==> config.mk <==
export PLATFORM = sky130hd
export DESIGN_NAME = eem_master
export DESIGN_NICKNAME = d
export VERILOG_FILES = /design/src/core/eem_pkg.sv /design/src/core/eem_master.sv
export SDC_FILE = /design/constraint.sdc
export NUM_CORES = 1
export LEC_CHECK = 0
export BUFFER_PORTS_ARGS = -buffer_cell sky130_fd_sc_hd__clkbuf_2
export CAP_MARGIN = 10
export CORE_MARGIN = 2
export CORE_UTILIZATION = 30
export CTS_CLUSTER_SIZE = 40
export DETAILED_ROUTE_END_ITERATION = 8
export PLACE_DENSITY = 0.45
export REMOVE_ABC_BUFFERS = 1
export SLEW_MARGIN = 20
export SYNTH_ARGS = -nofsm -noshare
export SYNTH_HDL_FRONTEND = slang
export SYNTH_SLANG_ARGS = --single-unit
==> constraint.sdc <==
create_clock -name clk_i -period 4.5 [get_ports clk_i]
set_input_delay 0.225 -clock clk_i [delete_from_list [all_inputs] [get_ports clk_i]]
set_output_delay 0.225 -clock clk_i [all_outputs]
set_load 0.005 [all_outputs]
==> src/core/eem_pkg.sv <==
// Package for the two-wire bus master that drives the serial memory
package eem_pkg;
  // System clock rate
  localparam int unsigned CLK_HZ        = 20000000;
  localparam int unsigned CLK_NS        = 1000000000 / CLK_HZ;
  // Quarter period of the serial clock, at 100 kHz bus rate
  localparam int unsigned QUARTER_NS    = 2500;
  localparam int unsigned QUARTER_CYC   = (QUARTER_NS + CLK_NS - 1) / CLK_NS;
  // Fixed control code carried in the upper nibble of the first byte
  localparam logic [3:0]  CTRL_CODE     = 4'ha;
  localparam int unsigned CODE_POS      = 4;
  localparam int unsigned SEL_POS       = 1;
  localparam int unsigned DIR_POS       = 0;
  // Direction bit values
  localparam logic        DIR_READ      = 1'h1;
  localparam logic        DIR_WRITE     = 1'h0;
  // Longest internal write cycle of the memory
  localparam int unsigned WRITE_CYCLE_MS  = 5;
  localparam int unsigned WRITE_CYCLE_CYC = WRITE_CYCLE_MS * (CLK_HZ / 1000);
  // Controller states
  typedef enum logic [7:0] {
    EEM_IDLE  = 8'h01,
    EEM_START = 8'h02,
    EEM_BIT   = 8'h04,
    EEM_ACK   = 8'h08,
    EEM_WAIT  = 8'h10,
    EEM_STOP  = 8'h20,
    EEM_DONE  = 8'h40,
    EEM_HOLD  = 8'h80
  } eem_state_t;
endpackage : eem_pkg

==> src/core/eem_master.sv <==
// Two-wire bus master that clocks bytes to and from the serial memory
// How it works
// - Start is SDA falling while SCL is high; this master makes it.
// - Stop is SDA rising while SCL is high; this master makes it.
// - A command opens with a Start condition when issued from idle or with cmd_start_i set.
// - An operation closes with a Stop after the acknowledge of a byte sent with cmd_stop_i set or refused.
// - SDA changes only while SCL is low, stable through the high phase.
// - One SCL pulse per bit; received bits are sampled mid high phase.
// - A transfer begins only when both lines are seen high.
// - Only this master drives SCL, Start, Stop, direction and byte count.
// - The master acknowledges every byte it receives except the last.
// - A ninth SCL pulse follows every byte for the acknowledge.
// - When acknowledging, SDA goes low before SCL rises, held through high.
// - The last read byte is left unacknowledged, SDA high.
// - Eight devices share a bus, each with a unique select combination.
// - Chip-select outputs hold valid levels before any bus operation.
// - First byte carries control code 1010 and three select bits.
// - Last bit of first byte: 1 is read, 0 is write.
`timescale 1ns/1ns
module eem_master #(
  parameter int unsigned WRITE_WAIT_CYC = eem_pkg::WRITE_CYCLE_CYC
) (
  input  wire logic       clk_i,
  input  wire logic       rst_i,
  // Byte command port
  input  wire logic       cmd_valid_i,
  output logic            cmd_ready_o,
  input  wire logic       cmd_start_i,
  input  wire logic       cmd_stop_i,
  input  wire logic       cmd_read_i,
  input  wire logic       cmd_last_i,
  input  wire logic [7:0] cmd_data_i,
  output logic            rsp_valid_o,
  output logic [7:0]      rsp_data_o,
  output logic            rsp_nack_o,
  // Chip-select and write-protect straps toward the memory
  input  wire logic [2:0] sel_cfg_i,
  input  wire logic       wp_cfg_i,
  output logic            chip_select_in_0_o,
  output logic            chip_select_in_1_o,
  output logic            chip_select_in_2_o,
  output logic            wp_o,
  // Open-drain bus lines
  output logic            scl_o,
  output logic            scl_oe_o,
  input  wire logic       scl_i,
  output logic            sda_o,
  output logic            sda_oe_o,
  input  wire logic       sda_i
);
  import eem_pkg::*;

  localparam int unsigned QW = $clog2(QUARTER_CYC + 1);
  localparam int unsigned WW = $clog2(WRITE_WAIT_CYC + 1);

  eem_state_t      state_q, state_d;
  logic [QW-1:0]   qcnt_q, qcnt_d;
  logic [1:0]      phase_q, phase_d;
  logic [2:0]      bit_q, bit_d;
  logic [7:0]      sh_q, sh_d;
  logic            rd_q, rd_d, last_q, last_d, stop_q, stop_d;
  logic            scl_lo_q, scl_lo_d, sda_lo_q, sda_lo_d;
  logic            rv_q, rv_d, nack_q, nack_d;
  logic [7:0]      rdat_q, rdat_d;
  logic [WW-1:0]   wcnt_q, wcnt_d;
  logic [1:0]      scl_s_q, sda_s_q;
  logic [2:0]      cs_q;
  logic            wp_q;
  logic            tick;

  // Two-flop synchronisers for the bus lines
  always_ff @(posedge clk_i or posedge rst_i) begin
    if (rst_i) begin
      scl_s_q <= 2'h3;
      sda_s_q <= 2'h3;
    end else begin
      scl_s_q <= {scl_s_q[0], scl_i};
      sda_s_q <= {sda_s_q[0], sda_i};
    end
  end

  always_ff @(posedge clk_i or posedge rst_i) begin
    if (rst_i) begin
      cs_q <= 3'h0;
      wp_q <= 1'h0;
    end else begin
      cs_q <= sel_cfg_i;
      wp_q <= wp_cfg_i;
    end
  end
  assign chip_select_in_0_o = cs_q[0];
  assign chip_select_in_1_o = cs_q[1];
  assign chip_select_in_2_o = cs_q[2];
  assign wp_o               = wp_q;

  // Quarter-period enable
  assign tick = (qcnt_q == QW'(QUARTER_CYC - 1));

  // Only this master drives SCL; open-drain, low only
  assign scl_o       = 1'h0;
  assign sda_o       = 1'h0;
  assign scl_oe_o    = scl_lo_q;
  assign sda_oe_o    = sda_lo_q;
  assign cmd_ready_o = (state_q == EEM_IDLE) || (state_q == EEM_HOLD);
  assign rsp_valid_o = rv_q;
  assign rsp_data_o  = rdat_q;
  assign rsp_nack_o  = nack_q;

  // Next-state logic for the bit engine
  always_comb begin
    state_d  = state_q;
    qcnt_d   = tick ? '0 : qcnt_q + QW'(1);
    phase_d  = phase_q;
    bit_d    = bit_q;
    sh_d     = sh_q;
    rd_d     = rd_q;
    last_d   = last_q;
    stop_d   = stop_q;
    scl_lo_d = scl_lo_q;
    sda_lo_d = sda_lo_q;
    rv_d     = 1'h0;
    nack_d   = nack_q;
    rdat_d   = rdat_q;
    wcnt_d   = wcnt_q;
    case (state_q)
      EEM_IDLE, EEM_HOLD: begin
        qcnt_d = '0;
        if (cmd_valid_i && (state_q == EEM_HOLD || (scl_s_q[1] && sda_s_q[1]))) begin
          // Command byte shifted out MSB first
          sh_d    = cmd_data_i;
          rd_d    = cmd_read_i;
          last_d  = cmd_last_i;
          stop_d  = cmd_stop_i;
          bit_d   = 3'h7;
          phase_d = 2'h0;
          // Command opens with start; from idle always
          state_d = (cmd_start_i || state_q == EEM_IDLE) ? EEM_START : EEM_BIT;
          if (state_q == EEM_HOLD && cmd_start_i) begin
            sda_lo_d = 1'h0;
          end
        end
      end
      EEM_START: if (tick) begin
        phase_d = phase_q + 2'h1;
        case (phase_q)
          2'h0: scl_lo_d = 1'h0;
          2'h1: sda_lo_d = 1'h1;
          2'h2: scl_lo_d = 1'h1;
          default: begin
            state_d = EEM_BIT;
            phase_d = 2'h0;
          end
        endcase
      end
      EEM_BIT, EEM_ACK: if (tick) begin
        phase_d = phase_q + 2'h1;
        case (phase_q)
          2'h0: begin
            if (state_q == EEM_BIT) begin
              sda_lo_d = rd_q ? 1'h0 : !sh_q[7];
            end else begin
              sda_lo_d = rd_q && !last_q;
            end
          end
          2'h1: scl_lo_d = 1'h0;
          2'h2: begin
            if (state_q == EEM_BIT) begin
              sh_d = {sh_q[6:0], sda_s_q[1]};
            end else if (!rd_q) begin
              nack_d = sda_s_q[1];
            end
          end
          default: begin
            scl_lo_d = 1'h1;
            phase_d  = 2'h0;
            if (state_q == EEM_BIT) begin
              bit_d = bit_q - 3'h1;
              if (bit_q == 3'h0) begin
                state_d = EEM_ACK;
              end
            end else begin
              rv_d     = 1'h1;
              rdat_d   = sh_q;
              state_d  = (stop_q || nack_q) ? EEM_STOP : EEM_HOLD;
            end
          end
        endcase
        if (state_q == EEM_BIT && phase_q == 2'h0) begin
          nack_d = 1'h0;
        end
      end
      EEM_STOP: if (tick) begin
        phase_d = phase_q + 2'h1;
        case (phase_q)
          2'h0: sda_lo_d = 1'h1;
          2'h1: scl_lo_d = 1'h0;
          2'h2: sda_lo_d = 1'h0;
          default: begin
            phase_d = 2'h0;
            wcnt_d  = '0;
            // Allow a write cycle after a write unless write-protect is set
            state_d = (rd_q || wp_q) ? EEM_IDLE : EEM_WAIT;
          end
        endcase
      end
      EEM_WAIT: begin
        qcnt_d = '0;
        wcnt_d = wcnt_q + WW'(1);
        if (wcnt_q == WW'(WRITE_WAIT_CYC - 1)) begin
          state_d = EEM_IDLE;
        end
      end
      default: state_d = EEM_IDLE;
    endcase
  end

  // Register the bit engine
  always_ff @(posedge clk_i or posedge rst_i) begin
    if (rst_i) begin
      state_q  <= EEM_IDLE;
      qcnt_q   <= '0;
      phase_q  <= 2'h0;
      bit_q    <= 3'h7;
      sh_q     <= 8'h00;
      rd_q     <= 1'h0;
      last_q   <= 1'h0;
      stop_q   <= 1'h0;
      scl_lo_q <= 1'h0;
      sda_lo_q <= 1'h0;
      rv_q     <= 1'h0;
      nack_q   <= 1'h0;
      rdat_q   <= 8'h00;
      wcnt_q   <= '0;
    end else begin
      state_q  <= state_d;
      qcnt_q   <= qcnt_d;
      phase_q  <= phase_d;
      bit_q    <= bit_d;
      sh_q     <= sh_d;
      rd_q     <= rd_d;
      last_q   <= last_d;
      stop_q   <= stop_d;
      scl_lo_q <= scl_lo_d;
      sda_lo_q <= sda_lo_d;
      rv_q     <= rv_d;
      nack_q   <= nack_d;
      rdat_q   <= rdat_d;
      wcnt_q   <= wcnt_d;
    end
  end

  // Start: SDA falls only with SCL released
  a_start_shape: assert property (@(posedge clk_i) disable iff (rst_i)
    (state_q == EEM_START && $rose(sda_lo_q)) |-> !scl_lo_q)
    else $error("start made with scl low");
  // Stop: SDA rises only with SCL released
  a_stop_shape: assert property (@(posedge clk_i) disable iff (rst_i)
    (state_q == EEM_STOP && $fell(sda_lo_q)) |-> !scl_lo_q)
    else $error("stop made with scl low");
  // Data changes only while SCL is held low
  a_data_stable: assert property (@(posedge clk_i) disable iff (rst_i)
    ((state_q == EEM_BIT || state_q == EEM_ACK) && $changed(sda_lo_q)) |-> scl_lo_q)
    else $error("sda moved while scl high");
  // Released SCL stays high at least three clocks
  a_bit_pulse: assert property (@(posedge clk_i) disable iff (rst_i)
    $fell(scl_lo_q) |=> !scl_lo_q [*2])
    else $error("scl high pulse too short");
  // Leaving idle needs an idle bus
  a_idle_bus: assert property (@(posedge clk_i) disable iff (rst_i)
    (state_q == EEM_IDLE && state_d != EEM_IDLE) |-> (scl_s_q[1] && sda_s_q[1]))
    else $error("transfer began on busy bus");
  // Ack slot always follows the eighth bit
  a_ninth_pulse: assert property (@(posedge clk_i) disable iff (rst_i)
    (state_q == EEM_BIT && tick && phase_q == 2'h3 && bit_q == 3'h0) |=> state_q == EEM_ACK)
    else $error("ack slot missing");
  // Ack of a read byte is low unless it is the last
  a_read_ack: assert property (@(posedge clk_i) disable iff (rst_i)
    (state_q == EEM_ACK && phase_q == 2'h2 && rd_q) |-> (sda_lo_q == !last_q))
    else $error("read ack level wrong");
  // Write cycle wait ends by the bound
  a_write_wait: assert property (@(posedge clk_i) disable iff (rst_i)
    (state_q == EEM_WAIT) |-> (wcnt_q < WW'(WRITE_WAIT_CYC)))
    else $error("write wait overran");
endmodule : eem_master

== After elaboration in Yosys (flattened, before gate mapping) ==
Index checks and enable logic that the tools add are counted.
Word-level totals
  register bits after elaboration: 67
  output and inout port bits: 19
Cells by class
  add/subtract/negate cells: 4
  eq/ne operators: 32
  muxes and demuxes: 59
  bitwise logic cells: 2
  reductions and logical operators: 36
Operator list (count)
  two-way mux 8 bit: 15
  one-hot mux 8 bit (5 select lines): 1
  two-way mux 17 bit: 2
  one-hot mux 17 bit (2 select lines): 1
  inequality test 2 bit (second input constant): 15
  two-way mux 1 bit: 21
  AND reduction 9 bit: 2
  adder 17 x 1 -> 17 bit (second input constant): 1
  == test 17 bit (second input constant): 1
  one-hot mux 8 bit (2 select lines): 1
  two-way mux 3 bit: 5
  AND reduction 5 bit: 3
  two-way mux 6 bit: 2
  inequality test 3 bit (second input constant): 3
  == test 8 x 1 -> 1 bit (second input constant): 1
  == test 8 x 2 -> 1 bit (second input constant): 1
  == test 8 x 3 -> 1 bit (second input constant): 1
  == test 8 x 4 -> 1 bit (second input constant): 1
  == test 8 x 5 -> 1 bit (second input constant): 1
  == test 8 x 6 -> 1 bit (second input constant): 1
  == test 8 bit (second input constant): 1
  nonzero test 2 bit: 4
  AND reduction 7 bit: 1
  adder 6 x 1 -> 6 bit (second input constant): 1
  other kinds (27): 47

== Logic depth before layout (Yosys ltp) ==
Gate-level depths: netlist of run 1.
  depth after elaboration: 6
  gate-level depth with buffers: 8
  mapped depth without buffers: 7

== Worst setup path before layout of run 1 ==
No wires, ideal clock.
  kind: flip-flop to flip-flop
  start: register state_q[0]
  end: register sh_q[0]
  library setup time: 0.073 ns
  data arrival time: 1.972 ns
  data required time: 4.427 ns
  slack: 2.455 ns
  cell stages (with the launch flop): 8
  path through: dfstp_2 buf_4 nand2b_1 o22ai_1 a222oi_1 buf_6 nor2_1 a21oi_2
Between the ends
  longest elaborated chain between the ends: 5
  elaborated cells on any way between the ends: 15
Ends and longest elaborated chain
  start, declared: line eem_master.sv:56  | eem_state_t state_q, state_d;
  start signal, assigned: line eem_master.sv:235  | state_q <= state_d;
  == test 8 bit: line eem_master.sv:125, eem_master.sv:128
  logical OR 1 bit: line eem_master.sv:128  | if (cmd_valid_i && (state_q == EEM_HOLD || (scl_s_q[1] && sda_s_q[1]))) begin
  logical AND 1 bit: line eem_master.sv:128
  inequality test 2 bit (no line)
  AND reduction 5 bit (no line)
  end signal, assigned: line eem_master.sv:224  | sh_q <= 8'h00;
  end signal, assigned: line eem_master.sv:239  | sh_q <= sh_d;
  end, declared: line eem_master.sv:60  | logic [7:0] sh_q, sh_d;
Parallel ways exist; a longest one is shown, timed or not.
A chain may end at the register's enable or synchronous reset.

== Final worst setup path of run 1 ==
  start: register state_q[3]
  end: register sda_lo_q, in the netlist sda_oe_o
Between the ends
  longest elaborated chain between the ends: 5
  elaborated cells on any way between the ends: 25
Ends and longest elaborated chain
  == test 8 x 3 -> 1 bit or == test 8 bit (tied branches)
  two-way mux 1 bit or logical OR 1 bit (tied branches): line eem_master.sv:159, eem_master.sv:128
  two-way mux 1 bit or logical AND 1 bit (tied branches): line eem_master.sv:157, eem_master.sv:128
  two-way mux 1 bit or inequality test 2 bit (tied branches)
  one-hot mux 1 bit (4 select lines) or AND reduction 9 bit (tied branches)
  end signal, assigned: line eem_master.sv:244  | sda_lo_q <= sda_lo_d;
  end, declared: line eem_master.sv:62  | logic scl_lo_q, scl_lo_d, sda_lo_q, sda_lo_d;
Parallel ways exist; a longest one is shown, timed or not. The select of a mux whose other input is x is not followed.

==> results of run 1 <==
[state kept, by name, summed over array words and instances, names as in the netlist, 2 cells and up]
name,flops
scl_s_q,2
bit_q,3
rsp_data_o,8
state_q,7
wcnt_q,17
phase_q,2
cs_q,3
sh_q,8
qcnt_q,6
sda_s_q,2
[per-layer routing]
metal	GRT usage	part of all wire	up-vias
met2	0.204	0.46	48
met1	0.185	0.50	1274
li1	-	-	1288
met3	0.0355	0.037	4
met4	0.0477	0.0081	0
met5	0	0	-
[metrics by stage]
stage / std cells / total power [uW] / instance area, sq um / setup WS [ns]
4_1_cts: 527 / 2120 / 4090 / 1.74
2_1_floorplan: 324 / 1220 / 3360 / 1.98
3_3_place_gp: 506 / 1400 / 3740 / 1.85
5_1_grt: 528 / 2230 / 4100 / 1.81
6_report: 528 / 2090 / 4100 / 2.01
3_5_place_dp: 506 / 1400 / 3740 / 1.78
[worst paths after layout]
| path | startpoint | end | slack, ns | cells after the start |
|---|---|---|---|---|
| worst max register to register | state_q[3] | sda_oe_o | 2.01 | 6 |
| max in group asynchronous | rst_i | bit_q[1] | 3.56 | 3 |
| min in group clk_i | wp_cfg_i | wp_o | 0.03 | 1 |
| worst min register to register | scl_s_q[0] | scl_s_q[1] | 0.35 | 0 |
| worst min-delay path | rst_i | wcnt_q[15] | -0.02 | 2 |
| worst max-delay path | state_q[3] | sda_oe_o | 2.01 | 6 |
[final cells by class]
type | count | share of cell area
Clock inverter | 5 | 0.0134
Multi-Input combinational cell | 240 | 0.398
Timing Repair Buffer | 45 | 0.0629
Clock buffer | 11 | 0.0593
Inverter | 18 | 0.0165
Tap cell | 143 | 0.0437
Sequential cell | 66 | 0.406
[power groups by stage]
stage                     Combinational, uW  Sequential [uW]  Clock, uW
final                                   598              796        691
after global routing                    682              811        741
after CTS                               603              797        715
after detailed placement                596              807          0
after global placement                  594              809          0
after floorplan                         441              778          0
[cells in the final DEF (no fill, tap or decap), types with 10 or more instances in the layout]
cell and instances:
nand2_1 16, xnor2_1 13, a21oi_1 16, inv_1 17, nor2_1 39, nand3_1 13
mux2_2 16, clkbuf_2 37, dfrtp_1 58, o21ai_0 10
[logic make-up after synthesis]
group                      count (synthesis)  synth area share
and+or+nand+nor                          127             0.200
muxes                                     25            0.0783
buffers and inverters                     31            0.0468
xor gates and xnor gates                  19            0.0482
adders and majority gates                  9            0.0326
DFF                                       66             0.482
other                                      1           0.00109
AOI/OAI and AO/OA                         58             0.112
==> results.md, run 1 <==
- Gate power share: 0.287
- Clock skew: 0.00479 ns
- Flop pwr share: 0.382
- CTS buffer count: 9
- Cell Pwr Density: 509 nW/um^2
- First-iteration detailed-routing DRC count: 114
- Worst-Skew Late Latency: 0.33 ns
- Bufs and invs on worst path: 1
- Area taken by multi-input logic gates: 1630 sq um
- Leak: 0.00190 uW
- Data arrival time of the worst path: 2.70 ns
- Post-route ant nets: 0
- Peak VDD IR: 0.000218 V
- Main synth FF type: dfrtp_1
- CTS tree: built
- Asr flop ratio synth: 1.00
- Core footprint: 11,300 sq um
- Int Power: 1390 uW
- Fin crit share: 0.553
- CTS clock-pin slew for the worst setup and hold paths: 0.05 ns
- Clock Tree Buf Depth: 2
- Post-CTS Resized: 0
- CP delay by family, top: compound AO/OA/AOI/OAI gates
- WP data required: 4.71 ns
- Cell Rows: 39
- Hold_ws: -0.0235 ns
- Hold_buf cts: 5
- Antenna diodes: 0
- Clock power frac: 0.331
- Util after Layout: 0.362
- Most instantiated library cell after synthesis: dfrtp_1
- GP Congestion: 0.802
- Layout cells sized above 1: 0.244
- Drt pass-1 iters: 4
- I/O Buffers: 37
- RSZ-0062 raised after global routing: false
- Clk sink count: 66
- Post-CTS setup buffer count: 0
- Hpwl dp: 5540 um
- Yosys top cell by area: dfrtp_1
- Slew margin rel.: 0.350
- Max Freq: 0.402 GHz
- Global-route wire length before repair: 13,100 um
- Share of the synthesized area in the top cell type: 0.421
- Seq/Total Area, Yosys: 0.482
- CP Launch Type: flop
- Vias in the first global route: 2,610
- Slowest-stage cell, CP: dfrtp_1
- EDFF count, synth: 0
- Storage element area: 1660 sq um
- FF+latch count, synth: 66
- Final Setup Violations: 0
- Vias: 2,614
- Die height: 111 um
- Largest net degree at the start of global routing: 39
- Die width: 111 um
- Avg Inst Size Synth: 10.3 sq um
- Die ar.: 12,400 sq um
- Fillers: 1,170
- Final min period: 2.49 ns
- Slew Limit Fails: 0
- Post-synth cell types: 58
- P&R area growth vs syn: 18.7%
- Crit Path Category: reg -> reg
- Via/cell ratio: 4.95
- Synth top area cells: dfrtp_1, dfstp_2, mux2_2
- Switching share of power: 0.336
- Synthesized instance count: 336
- Synth warnings: 0
- Final number of hold-violating endpoints: 27
- Critical path peak fanout: 13
- P_sw: 700 uW
- DRC Markers: 0
- Outcome: finished with violations
- I/O pins: 40
- Initial Util: 0.305
- Endpoint class of the critical path: flop
- Hold/Removal Path Class: in -> async
- Worst stage delay on the critical path: 0.58 ns
- Failing checks: hold timing
- Critical-path cell list: and2b_4, o211ai_1, buf_4, a21oi_1, nor4_1, mux2_2
- Final layout net count: 410
- H-tree depth: 3
- WL final: 7730 um
- Max Cap Violations: 0
- Root Driver: clkbuf_16
- Netlist Area Pre-Place: 3450 sq um
- Antenna violations before repair: 0
- Post-route setup TNS: 0 ns
- Avg WL per Cell: 14.6 um
- Worst Max-Slew Pin Slew: 0.971 ns
- Total Routing Usage GR: 0.134
- Post-synth top cells: dfrtp_1, nor2_1, inv_1
- Global route overflow: 0
No activity file was read; power rests on OpenSTA's default activity.
==> run 2: changes to the inputs <==
Settings changed: PLACE_DENSITY 0.45 to 0.46.
Clock period 4.5 ns to 2.2 ns, I/O delays scaled along.
==> run 2 against run 1 <==
The flow now finishes without violations. Cell count increased by 3.0%. Flip-flop and latch count unchanged. Via count increased by 1.1%. Combinational power increased by 120%. Power increased by 110%. Non-clock buffer count increased by 16. Routed wire length decreased by 1.2%. Clock power increased by 120%. Core utilization increased by 1.6 points. Largest power group unchanged. Highest routed layer unchanged.
==> results.md, run 2 (synthesized netlist as in run 1, its figures left out) <==
- Highest-count cells in the layout ignoring fill and taps: dfrtp_1, nor2_1, clkbuf_2
- CTS tree: built
- I/O Buffers: 37
- Cell Pwr Density: 1040 nW/um^2
- Die ar.: 12,400 sq um
- Clk sink count: 66
- Layout cells sized above 1: 0.279
- Total Routing Usage GR: 0.130
- Global-route wire length before repair: 12,900 um
- WP data required: 2.41 ns
- Max Cap Violations: 0
- Slew Limit Fails: 0
- First-iteration detailed-routing DRC count: 145
- Drt pass-1 iters: 4
- WL final: 7640 um
- Total power draw: 4460 uW
- Cell Rows: 39
- Hold/Removal Path Class: in -> reg
- Max reg flops: 17
- Clock skew: 0.00404 ns
- Worst-Skew Late Latency: 0.33 ns
- Max Freq: 0.483 GHz
- R2R setup slack: 0.13 ns
- Fin cells: 544
- Core footprint: 11,300 sq um
- I/O pins: 40
- Avg WL per Cell: 14.0 um
- R2r startpoint: state_q[0]
- Global route overflow: 0
- Register-to-Register Path Depth: 5
- Clock Tree Buf Depth: 2
- Critical-path cell list: nand2b_1, o22ai_1, a22o_2, nor4_2, mux2_2
- CP Launch Type: flop
- Slowest-stage cell, CP: dfstp_2
- Die height: 111 um
- Util after Layout: 0.377
- Largest net degree at the start of global routing: 67
- Leak: 0.00200 uW
- Final layout net count: 426
- Antenna violations before repair: 0
- Peak VDD IR: 0.000471 V
- GP Congestion: 0.854
- Post-route setup TNS: 0 ns
- Final min period: 2.07 ns
- Most common cell after layout, fill and taps aside: dfrtp_1
- Biggest register: wcnt_q
- CTS clock-pin slew for the worst setup and hold paths: 0.05 ns
- Crit path capture: sda_oe_o
- Vias: 2,642
- Worst stage delay on the critical path: 0.66 ns
- Final number of hold-violating endpoints: 0
- Outcome: complete, no violations
- RSZ-0062 raised after global routing: false
- DRC Markers: 0
- Die width: 111 um
- CTS buffer count: 9
- Data arrival time of the worst path: 2.28 ns
- Initial Util: 0.305
- P&R area growth vs syn: 23.8%
- Cells after DPL: 519
- Critical path origin: state_q[0]
- Endpoint class of the critical path: flop
- Fin crit share: 0.940
- Crit Path Category: reg -> reg
- Vias in the first global route: 2,549
- Worst r2r dst: sda_oe_o
- H-tree depth: 3
- Post-route ant nets: 0
- Final Setup Violations: 0
- Via/cell ratio: 4.86
- Antenna diodes: 0
- Critical path peak fanout: 10
- Hpwl dp: 5480 um
- Placement Cell Area: 3850 sq um
- Root Driver: clkbuf_16
- Post-Layout Inst Area: 4270 sq um
[run 2: stage by stage]
step	worst slack, ns	hold slack [ns]
3_3_place_gp	0.118	0.197
5_1_grt	0.00304	0.0170
3_5_place_dp	0.0827	0.200
4_1_cts	0.0735	0.00360
2_1_floorplan	-0.323	0.114
6_report	0.131	0.0150
[run 2: final cells by class]
type	count	area (sq um)
fill	1166	7050
sequential	66	1660
multi-input combinational	240	1650
timing repair buffer	61	395
clock buffer	11	243
tap	143	179
clock inverter	5	77.6
inverter	18	67.6
[run 2: power by group]
part / switching [uW] / internal (uW)
registers: 208 / 1420
clock network: 513 / 1020
logic: 716 / 589
total: 1440 / 3030
[run 2: per-layer routing]
metal,share of wire,track usage,vias to the layer above
met5,0,0,-
met4,0.018,0.0469,0
met3,0.034,0.0295,12
met2,0.46,0.202,47
met1,0.49,0.179,1268
li1,-,-,1315
[run 2: critical path: cells and delay by family (launching register included)]
kind | cells | cell delay (ns)
mux | 1 | 0.36
flops | 1 | 0.66
compound gates | 2 | 0.47
simple gates | 2 | 0.46
[run 2: what timing repair did]
action / 4_1_cts / 5_1_grt
endpoints found under the hold margin: 64 / 0
buffers inserted: 0 / 2
endpoints found under the setup margin: 0 / 7
resized for setup: 0 / 4
hold buffers: 7 / 0
[run 2: how the worst min path moves through the flow]
stage / startpoint / to / cells past startpoint
floorplan: scl_i / scl_s_q[0] / 0
global placement: rst_i / cs_q[1] / 3
detailed placement: rst_i / cs_q[2] / 3
CTS: cmd_last_i / last_q / 2
global route: cmd_stop_i / stop_q / 2
finish: cmd_stop_i / stop_q / 2
